[config.mk]
export PLATFORM = sky130hd
export DESIGN_NAME = interrupt_priority_flag_logic
export DESIGN_NICKNAME = d
export VERILOG_FILES = /design/src/pkg/intc_pkg.sv /design/src/hdl/interrupt_priority_flag_logic.sv
export SDC_FILE = /design/constraint.sdc
export NUM_CORES = 1
export LEC_CHECK = 0
export BUFFER_PORTS_ARGS = -buffer_cell sky130_fd_sc_hd__buf_2
export CORE_ASPECT_RATIO = 1.75
export CORE_MARGIN = 2
export CORE_UTILIZATION = 63
export DETAILED_ROUTE_END_ITERATION = 8
export PLACE_DENSITY = 0.94
export SLEW_MARGIN = 20
export SYNTH_ARGS = -nofsm -noshare
export SYNTH_HDL_FRONTEND = slang
export SYNTH_SLANG_ARGS = --single-unit
[constraint.sdc]
create_clock -name aclk -period 35 [get_ports aclk]
set_input_delay 1.75 -clock aclk [delete_from_list [all_inputs] [get_ports aclk]]
set_output_delay 1.75 -clock aclk [all_outputs]
set_load 0.03 [all_outputs]
[src/pkg/intc_pkg.sv]
// Operation
// - Flag reads 1 while request pending, writable
// - Three-bit priority 1..7, zero disables source
// - Reset sets every source priority to 4
// - Nesting disable blocks pre-emption by user sources
// - Return restores previous CPU priority from stack for up to 8 nested levels, unless an acceptance falls in the same cycle
// - CPU priority 7 blocks all user sources
// - User levels maskable; traps 8-11 taken whenever above CPU priority
// - Timed mask blocks levels 1-6, not 7
// - Timed mask count is 14-bit unsigned
// - Group two flags at fixed bit positions
// - Without CAN, CAN sources never raise requests
`default_nettype none

package intc_pkg;

  // ==========================================================================
  // Register byte offsets
  localparam logic [7:0] OFS_CTRL_ONE = 8'h00;
  localparam logic [7:0] OFS_FLAGS2 = 8'h04;
  localparam logic [7:0] OFS_ENABLE2 = 8'h08;
  localparam logic [7:0] OFS_FLAGS_AUX = 8'h0c;
  localparam logic [7:0] OFS_ENABLE_AUX = 8'h10;
  localparam logic [7:0] OFS_PRIO_A = 8'h14;
  localparam logic [7:0] OFS_PRIO_B = 8'h18;
  localparam logic [7:0] OFS_PRIO_C = 8'h1c;
  localparam logic [7:0] OFS_CPU_PRIO = 8'h20;
  localparam logic [7:0] OFS_TIMED_MASK = 8'h24;
  localparam logic [7:0] OFS_EVT_STATUS = 8'h28;
  localparam logic [7:0] OFS_EVT_MASK = 8'h2c;

  // ==========================================================================
  // Field layouts, implemented-bit masks and reset values
  localparam int NEST_BIT = 15;
  localparam int TRAP_LSB = 1;
  localparam int NUM_TRAPS = 4;
  localparam logic [15:0] CTRL_MASK = 16'h801e;
  localparam logic [15:0] FLAGS2_MASK = 16'h601f;
  localparam logic [15:0] CAN_BITS = 16'h000c;
  localparam logic [15:0] AUX_MASK = 16'h000f;
  localparam logic [15:0] PRIO_MASK_A = 16'h7777;
  localparam logic [15:0] PRIO_MASK_B = 16'h0777;
  localparam logic [15:0] PRIO_MASK_C = 16'h7777;
  localparam logic [15:0] PRIO_RST_A = 16'h4444;
  localparam logic [15:0] PRIO_RST_B = 16'h0444;
  localparam logic [15:0] PRIO_RST_C = 16'h4444;
  // Flag positions of sources 0..6: spi err, spi, can rx, can event, dma3, port, dma4
  localparam logic [27:0] G2_POS = {4'he, 4'hd, 4'h4, 4'h3, 4'h2, 4'h1, 4'h0};
  localparam int NUM_SRC = 11;
  localparam int STACK_DEPTH = 8;
  localparam logic [2:0] LEVEL_TOP_USER = 3'h7;
  localparam logic [3:0] LEVEL_TRAP_BASE = 4'h8;
  localparam logic [4:0] TRAP_VEC_BASE = 5'h10;
  localparam int EVT_ACCEPT = 0;
  localparam int EVT_TRAP = 1;
  localparam int EVT_UNMASK = 2;
  localparam logic [1:0] RESP_OKAY = 2'h0;
  localparam logic [1:0] RESP_SLVERR = 2'h2;

  // ==========================================================================
  // Timing
  localparam int CLK_PERIOD_NS = 4;
  localparam int INSTR_CYCLE_NS = 8;
  localparam int INSTR_DIV = (INSTR_CYCLE_NS + CLK_PERIOD_NS - 1) / CLK_PERIOD_NS;

  // ==========================================================================
  // Carriers
  typedef struct packed {
    logic [15:0] group2;
    logic [3:0] aux;
  } src_evt_t;

  typedef struct packed {
    logic valid;
    logic [4:0] vector;
    logic [3:0] level;
  } irq_req_t;

  typedef struct packed {
    logic [15:0] ctrl;
    logic [15:0] flags2;
    logic [15:0] en2;
    logic [3:0] flags_aux;
    logic [3:0] en_aux;
    logic [2:0][15:0] prio;
    logic [3:0] cpu_prio;
    logic [STACK_DEPTH-1:0][3:0] stack;
    logic [3:0] depth;
    logic [13:0] mask_cnt;
    logic [7:0] div_cnt;
    logic [2:0] evt;
    logic [2:0] evt_mask;
    logic aw_full;
    logic [11:0] aw_addr;
    logic w_full;
    logic [15:0] w_data;
    logic [1:0] w_strb;
    logic bvalid;
    logic [1:0] bresp;
    logic rvalid;
    logic [31:0] rdata;
    logic [1:0] rresp;
    irq_req_t req;
  } state_t;

endpackage

`default_nettype wire

[src/hdl/interrupt_priority_flag_logic.sv]
// Register access over AXI4-Lite and the register addresses were chosen for this implementation.
`default_nettype none

module interrupt_priority_flag_logic #(
  parameter bit HAS_CAN = 1'b1,
  parameter int INSTR_DIV = intc_pkg::INSTR_DIV
) (
  // Clock and reset
  input wire logic aclk,
  input wire logic aresetn,
  // AXI4-Lite write channels
  input wire logic [11:0] awaddr,
  input wire logic awvalid,
  output logic awready,
  input wire logic [31:0] wdata,
  input wire logic [3:0] wstrb,
  input wire logic wvalid,
  output logic wready,
  output logic [1:0] bresp,
  output logic bvalid,
  input wire logic bready,
  // AXI4-Lite read channels
  input wire logic [11:0] araddr,
  input wire logic arvalid,
  output logic arready,
  output logic [31:0] rdata,
  output logic [1:0] rresp,
  output logic rvalid,
  input wire logic rready,
  // Peripheral events and trap conditions
  input wire intc_pkg::src_evt_t src_evt,
  input wire logic [3:0] trap_req,
  // Processor core side
  output intc_pkg::irq_req_t irq_req,
  input wire logic irq_ack,
  input wire logic return_from_interrupt,
  output logic [3:0] cpu_prio,
  // Block event interrupt
  output logic irq_out
);

  // ==========================================================================
  // Reset image and working signals
  localparam intc_pkg::state_t ST_RESET = '{
    prio: {intc_pkg::PRIO_RST_C, intc_pkg::PRIO_RST_B, intc_pkg::PRIO_RST_A},
    default: '0
  };
  localparam logic [15:0] CAN_KEEP = HAS_CAN ? 16'hffff : ~intc_pkg::CAN_BITS;
  localparam logic [7:0] DIV_LAST = 8'(INSTR_DIV - 1);

  intc_pkg::state_t s_q, s_d;
  logic tick, wr_en, wr_hit, rd_hit;
  logic [15:0] wr_val, rd_val, g2_mask;
  // Declared ahead of the source vectors that are sized by it
  localparam int NUM_SRC_W = intc_pkg::NUM_SRC;
  logic [NUM_SRC_W-1:0] flag_vec, en_vec;
  logic [2:0] lvl;
  logic [3:0] best_lvl, top_prio;
  logic [4:0] best_vec;
  logic best_found, timed_on, nest_block;

  // Byte-lane merge of a write into a register, unimplemented bits stay zero
  function automatic logic [15:0] merge(input logic [15:0] old, input logic [15:0] nw,
                                        input logic [1:0] strb, input logic [15:0] msk);
    logic [15:0] r;
    r = old;
    if (strb[0]) r[7:0] = nw[7:0];
    if (strb[1]) r[15:8] = nw[15:8];
    return r & msk;
  endfunction

  // ==========================================================================
  // Next-state logic
  always_comb begin
    s_d = s_q;
    g2_mask = intc_pkg::FLAGS2_MASK & CAN_KEEP;
    top_prio = s_q.stack[s_q.depth[2:0] - 3'h1];

    // Instruction-cycle enable from the system clock
    tick = s_q.div_cnt == DIV_LAST;
    s_d.div_cnt = tick ? 8'h00 : s_q.div_cnt + 8'h01;

    // Address and data are taken independently, in either order
    if (awvalid && !s_q.aw_full) begin
      s_d.aw_full = 1'b1;
      s_d.aw_addr = awaddr;
    end
    if (wvalid && !s_q.w_full) begin
      s_d.w_full = 1'b1;
      s_d.w_data = wdata[15:0];
      s_d.w_strb = wstrb[1:0];
    end
    if (s_q.bvalid && bready) s_d.bvalid = 1'b0;

    // Register write once both halves are held and no response is pending
    wr_en = s_q.aw_full && s_q.w_full && !s_q.bvalid;
    wr_val = s_q.w_data;
    // Unmapped or unaligned writes answer with an error and change nothing
    wr_hit = s_q.aw_addr[11:8] == 4'h0 && s_q.aw_addr[1:0] == 2'h0;
    if (wr_en) begin
      s_d.aw_full = 1'b0;
      s_d.w_full = 1'b0;
      s_d.bvalid = 1'b1;
      unique case (wr_hit ? s_q.aw_addr[7:0] : 8'hff)
        intc_pkg::OFS_CTRL_ONE:
          s_d.ctrl = merge(s_q.ctrl, wr_val, s_q.w_strb, intc_pkg::CTRL_MASK);
        intc_pkg::OFS_FLAGS2:
          s_d.flags2 = merge(s_q.flags2, wr_val, s_q.w_strb, g2_mask);
        intc_pkg::OFS_ENABLE2:
          s_d.en2 = merge(s_q.en2, wr_val, s_q.w_strb, g2_mask);
        intc_pkg::OFS_FLAGS_AUX:
          s_d.flags_aux = 4'(merge({12'h000, s_q.flags_aux}, wr_val, s_q.w_strb,
                                   intc_pkg::AUX_MASK));
        intc_pkg::OFS_ENABLE_AUX:
          s_d.en_aux = 4'(merge({12'h000, s_q.en_aux}, wr_val, s_q.w_strb,
                                intc_pkg::AUX_MASK));
        intc_pkg::OFS_PRIO_A:
          s_d.prio[0] = merge(s_q.prio[0], wr_val, s_q.w_strb, intc_pkg::PRIO_MASK_A);
        intc_pkg::OFS_PRIO_B:
          s_d.prio[1] = merge(s_q.prio[1], wr_val, s_q.w_strb, intc_pkg::PRIO_MASK_B);
        intc_pkg::OFS_PRIO_C:
          s_d.prio[2] = merge(s_q.prio[2], wr_val, s_q.w_strb, intc_pkg::PRIO_MASK_C);
        intc_pkg::OFS_CPU_PRIO:
          if (s_q.w_strb[0]) s_d.cpu_prio = {1'b0, wr_val[2:0]};
        intc_pkg::OFS_TIMED_MASK:
          if (&s_q.w_strb) s_d.mask_cnt = wr_val[13:0];
        intc_pkg::OFS_EVT_MASK:
          if (s_q.w_strb[0]) s_d.evt_mask = wr_val[2:0];
        default: wr_hit = 1'b0;
      endcase
      s_d.bresp = wr_hit ? intc_pkg::RESP_OKAY : intc_pkg::RESP_SLVERR;
    end

    // Register read, answered the cycle after the address is taken
    rd_hit = araddr[11:8] == 4'h0 && araddr[1:0] == 2'h0;
    unique case (araddr[7:0])
      intc_pkg::OFS_CTRL_ONE: rd_val = s_q.ctrl;
      intc_pkg::OFS_FLAGS2: rd_val = s_q.flags2;
      intc_pkg::OFS_ENABLE2: rd_val = s_q.en2;
      intc_pkg::OFS_FLAGS_AUX: rd_val = {12'h000, s_q.flags_aux};
      intc_pkg::OFS_ENABLE_AUX: rd_val = {12'h000, s_q.en_aux};
      intc_pkg::OFS_PRIO_A: rd_val = s_q.prio[0];
      intc_pkg::OFS_PRIO_B: rd_val = s_q.prio[1];
      intc_pkg::OFS_PRIO_C: rd_val = s_q.prio[2];
      intc_pkg::OFS_CPU_PRIO: rd_val = {12'h000, s_q.cpu_prio};
      intc_pkg::OFS_TIMED_MASK: rd_val = {2'h0, s_q.mask_cnt};
      intc_pkg::OFS_EVT_STATUS: rd_val = {13'h0000, s_q.evt};
      intc_pkg::OFS_EVT_MASK: rd_val = {13'h0000, s_q.evt_mask};
      default: begin
        rd_val = 16'h0000;
        rd_hit = 1'b0;
      end
    endcase
    if (s_q.rvalid && rready) s_d.rvalid = 1'b0;
    if (arvalid && !s_q.rvalid) begin
      s_d.rvalid = 1'b1;
      s_d.rdata = rd_hit ? {16'h0000, rd_val} : 32'h0000_0000;
      s_d.rresp = rd_hit ? intc_pkg::RESP_OKAY : intc_pkg::RESP_SLVERR;
      if (rd_hit && araddr[7:0] == intc_pkg::OFS_EVT_STATUS) s_d.evt = 3'h0;
    end

    // Return pops the priority saved when the interrupt was accepted
    if (return_from_interrupt && s_q.depth != 4'h0) begin
      s_d.cpu_prio = top_prio;
      s_d.depth = s_q.depth - 4'h1;
    end

    // Accepting a request saves the old priority unless the stack is full, and runs at the new level
    if (irq_ack && s_q.req.valid) begin
      if (s_q.depth != 4'(intc_pkg::STACK_DEPTH)) begin
        s_d.stack[s_q.depth[2:0]] = s_q.cpu_prio;
        s_d.depth = s_q.depth + 4'h1;
      end
      s_d.cpu_prio = s_q.req.level;
      s_d.evt[intc_pkg::EVT_ACCEPT] = 1'b1;
    end

    // Timed mask counts down in instruction cycles
    if (s_q.mask_cnt != 14'h0000 && tick && !(wr_en && wr_hit && &s_q.w_strb &&
        s_q.aw_addr[7:0] == intc_pkg::OFS_TIMED_MASK)) begin
      s_d.mask_cnt = s_q.mask_cnt - 14'h0001;
      if (s_q.mask_cnt == 14'h0001) s_d.evt[intc_pkg::EVT_UNMASK] = 1'b1;
    end

    // Hardware sets come last so a same-cycle clear never loses an event
    s_d.flags2 = s_d.flags2 | (src_evt.group2 & g2_mask);
    s_d.flags_aux = s_d.flags_aux | src_evt.aux;
    s_d.ctrl[intc_pkg::TRAP_LSB +: intc_pkg::NUM_TRAPS] =
      s_d.ctrl[intc_pkg::TRAP_LSB +: intc_pkg::NUM_TRAPS] | trap_req;
    if (|trap_req) s_d.evt[intc_pkg::EVT_TRAP] = 1'b1;

    // Flags stay set after acceptance, so an uncleared source is retaken
    for (int k = 0; k < 7; k++) begin
      flag_vec[k] = s_q.flags2[intc_pkg::G2_POS[k*4 +: 4]];
      en_vec[k] = s_q.en2[intc_pkg::G2_POS[k*4 +: 4]];
    end
    flag_vec[10:7] = s_q.flags_aux;
    en_vec[10:7] = s_q.en_aux;

    // Arbitration over user sources; ties go to the lower source number
    timed_on = s_q.mask_cnt != 14'h0000;
    nest_block = s_q.ctrl[intc_pkg::NEST_BIT] && s_q.depth != 4'h0;
    best_found = 1'b0;
    best_lvl = 4'h0;
    best_vec = 5'h00;
    lvl = 3'h0;
    for (int k = 0; k < intc_pkg::NUM_SRC; k++) begin
      // Aux sources use the third priority register, not the tail of the second
      if (k < 7) begin
        lvl = s_q.prio[k / 4][(k % 4) * 4 +: 3];
      end else begin
        lvl = s_q.prio[2][(k - 7) * 4 +: 3];
      end
      if (flag_vec[k] && en_vec[k] && lvl != 3'h0 && !nest_block
          && {1'b0, lvl} > s_q.cpu_prio
          && !(timed_on && lvl != intc_pkg::LEVEL_TOP_USER)
          && {1'b0, lvl} > best_lvl) begin
        best_found = 1'b1;
        best_lvl = {1'b0, lvl};
        best_vec = 5'(k);
      end
    end

    // Traps sit above every user level and ignore all masking
    for (int i = 0; i < intc_pkg::NUM_TRAPS; i++) begin
      if (s_q.ctrl[intc_pkg::TRAP_LSB + i] &&
          intc_pkg::LEVEL_TRAP_BASE + 4'(i) > s_q.cpu_prio) begin
        best_found = 1'b1;
        best_lvl = intc_pkg::LEVEL_TRAP_BASE + 4'(i);
        best_vec = intc_pkg::TRAP_VEC_BASE + 5'(i);
      end
    end

    // Offer is withdrawn for one cycle after acceptance to let priority settle
    s_d.req.valid = best_found && !(irq_ack && s_q.req.valid);
    s_d.req.vector = best_vec;
    s_d.req.level = best_lvl;
  end

  // ==========================================================================
  // State register
  always_ff @(posedge aclk) begin
    if (!aresetn) begin
      s_q <= ST_RESET;
    end else begin
      s_q <= s_d;
    end
  end

  // ==========================================================================
  // Outputs
  assign awready = !s_q.aw_full;
  assign wready = !s_q.w_full;
  assign bvalid = s_q.bvalid;
  assign bresp = s_q.bresp;
  assign arready = !s_q.rvalid;
  assign rvalid = s_q.rvalid;
  assign rdata = s_q.rdata;
  assign rresp = s_q.rresp;
  assign irq_req = s_q.req;
  assign cpu_prio = s_q.cpu_prio;
  // Level output, high while any unmasked event bit is set
  assign irq_out = |(s_q.evt & s_q.evt_mask);
endmodule // interrupt_priority_flag_logic

`default_nettype wire

==> results.json <==
{
  "insertedDiodeCount": 0,
  "synth_area_mm2": 0.0113,
  "clk_pin_slew_ns": 0.07,
  "fp.dieH_um": 181,
  "drv_slew": 0,
  "core_area_mm2": 0.0175,
  "drive_gt1_share_pct": 12.7,
  "grt-ovfl-total": 0,
  "setup_tns_ns": 0,
  "worst-endpoint-arrival_ns": 19.01,
  "routed_via_density": 6.60,
  "num-fill-cells": 1306,
  "rows": 64,
  "ys_seq_elements": 189,
  "ir_drop_v": 0.0000438,
  "dr.first_iter.drc_count": 1217,
  "dr_total_vias": 10851,
  "cts.sinks": 189,
  "grt_max_degree": 108,
  "synth_flop_cell": "dfxtp_1",
  "hold_class": "reg2reg",
  "initial_core_util_pct": 64.6,
  "required_ns": 35.36,
  "synth_area_per_cell_um2": 8.25,
  "critPathCaptureType": "flop",
  "cp_common_cell": "ha_1",
  "p_per_area_mw_per_mm2": 49.8,
  "cts_buffers": 17,
  "ys_warn_count": 0,
  "htreeDepth": 4,
  "rsz0062_at_grt": "false",
  "dieArea_mm2": 0.0191,
  "worst_path_dominant_cell_family": "simple AND/OR/NAND/NOR gates",
  "multiInputGateArea_mm2": 0.00672,
  "track_usage_pct": 37.1,
  "dr.pass1.iters": 7,
  "post_cts_buffers": 0,
  "cp_num_buf_inv": 6,
  "ys_seq_area_share_pct": 33.4,
  "synth_edf_count": 0,
  "max-cap-violations": 0,
  "syn2layout_area_growth_pct": 7.56,
  "hold_viol": 0,
  "async_reset_ff_share_pct": 0,
  "wirelength_um": 35400,
  "antenna_left": 0,
  "holdWs_ns": 0.461,
  "power.leakage_nw": 5.00,
  "drc": 0,
  "place_ws_ns": 16.75,
  "cts_tree": "done",
  "cts_root_buf": "clkbuf_16",
  "placedCellCount": 1612,
  "clock_path_buffers": 2,
  "num_io_pins": 149,
  "timing.final.ws_setup_ns": 16.35,
  "grt_pass1_wl_um": 55400,
  "path_class": "reg2reg",
  "place_hpwl_um": 25300,
  "fin_crit_ns": 18.65,
  "antenna_found_initial": 0,
  "outcome": "complete, no violations",
  "setup_violations": 0,
  "crit_path_start_kind": "flop",
  "max_stage_delay_ns": 0.67,
  "final_cells": 1644,
  "cts-resized-gates": 0,
  "syn_inst": 1372,
  "slew-limit-headroom_pct": 34.6,
  "worstMarginPinSlew_ns": 0.978,
  "clk_latency_ns": 0.44,
  "grt_pass1_vias": 10652,
  "fp.dieW_um": 105,
  "final_nets": 1563,
  "final-seq-area_mm2": 0.00378,
  "routedWlPerCell_um": 21.6,
  "numPortBuffers": 103,
  "cts_hold_buf": 0,
  "crit_path_top_delay_cell": "or4b_1",
  "ys_types": 73,
  "fin_crit_sh_pct": 53.3,
  "clock.fmax_mhz": 53.6,
  "gp_congestion": 1.10,
  "path_max_fanout": 15,
  "fin_skew_ns": 0.00909
}
## report_power, final
group | leakage [nW] | internal (W) | switching, W
clock | 0.275 | 0.0000947 | 0.0000931
sequential | 1.54 | 0.000227 | 0.0000285
combinational | 3.19 | 0.0000629 | 0.000101
## worst reg2reg max path, delay by kind of cell (launching register included)
family,cells,cell delay (ns)
buffers and inverters,6,0.77
adder cells (fa/ha/maj),11,2.98
AND/OR/NAND/NOR,29,8.59
multiplexers,1,0.26
AO/OA/AOI/OAI,29,5.41
flip-flops,1,0.58
## placed cells by master, fill, tap and decap left out, types with 39 or more instances in the layout
cell type and instances:
dfxtp_1 189, inv_1 60, buf_2 103, mux2i_1 82, ha_1 70, nor2_1 133
a21boi_0 39, nand3_1 63, a21oi_1 46, nand2_1 171, nor2b_1 50
## through the flow
step	util, %	total power [W]	area, um2
floorplan	-	0.000374	11400
global placement	66.1	0.000407	11600
CTS	69.4	0.000600	12200
detailed placement	66.1	0.000414	11600
global route	69.5	0.000632	12200
finish	69.5	0.000607	12200
## cell families (layout without fill, tap and decap cells)
| family | count (synthesis) | count (layout) | share of synthesized area, % |
|---|---|---|---|
| compound gates | 297 | 297 | 18.3 |
| xor+xnor | 10 | 10 | 0.773 |
| fa+ha+maj | 70 | 70 | 7.73 |
| buf+inv | 182 | 206 | 7.93 |
| flops | 189 | 189 | 33.4 |
| mux | 100 | 100 | 9.90 |
| other cells | 1 | 18 | 0.0331 |
| simple gates | 523 | 523 | 21.9 |
## layer usage
layer | part of all wire (%) | routed length [um] | up-vias | GRT usage, %
met1 | 32 | 11500 | 5045 | 38.3
met2 | 48 | 16900 | 674 | 61.9
met4 | 11 | 3800 | 0 | 33.8
li1 | - | - | 4892 | -
met5 | 0 | 0 | - | 0
met3 | 9.1 | 3230 | 240 | 7.54
## cell type report
type	count	share of cell area, %
Multi-Input combinational cell	1018	55.2
Inverter	62	1.91
Clock buffer	17	3.49
Timing Repair Buffer	112	4.79
Tap cell	231	2.37
Clock inverter	15	1.17
Sequential cell	189	31.1
## path summary, 6_finish.rpt
| check | startpoint | to | slack [ns] | cells after the start |
|---|---|---|---|---|
| min reg2reg | s_q[49] | s_q[49] | 0.46 | 2 |
| max | s_q[108] | irq_req[4] | 16.35 | 76 |
| max reg2reg | s_q[108] | irq_req[4] | 16.35 | 76 |
| min | s_q[49] | s_q[49] | 0.46 | 2 |
## cell usage after synthesis, types with 7 or more instances
cell type / count / area, um2
dfxtp_1: 189 / 3780
nand2_1: 171 / 642
nor2_1: 134 / 503
mux2i_1: 82 / 821
ha_1: 70 / 876
nand3_1: 63 / 315
clkbuf_1: 61 / 229
inv_1: 61 / 229
nor2b_1: 51 / 319
buf_4: 50 / 375
a21oi_1: 46 / 230
a21boi_0: 39 / 293
a31oi_1: 33 / 206
o21ai_0: 33 / 165
a22oi_1: 31 / 233
o21a_1: 26 / 195
nor3_1: 24 / 120
or3_1: 12 / 75.1
a211oi_1: 10 / 75.1
nand4_1: 9 / 56.3
a21o_1: 8 / 60.1
a221oi_1: 8 / 70.1
and3_1: 8 / 50.1
mux2_2: 8 / 90.1
mux4_2: 8 / 180
nor4_1: 8 / 50.1
and2_1: 7 / 43.8
No activity file was read; power rests on OpenSTA's default activity.
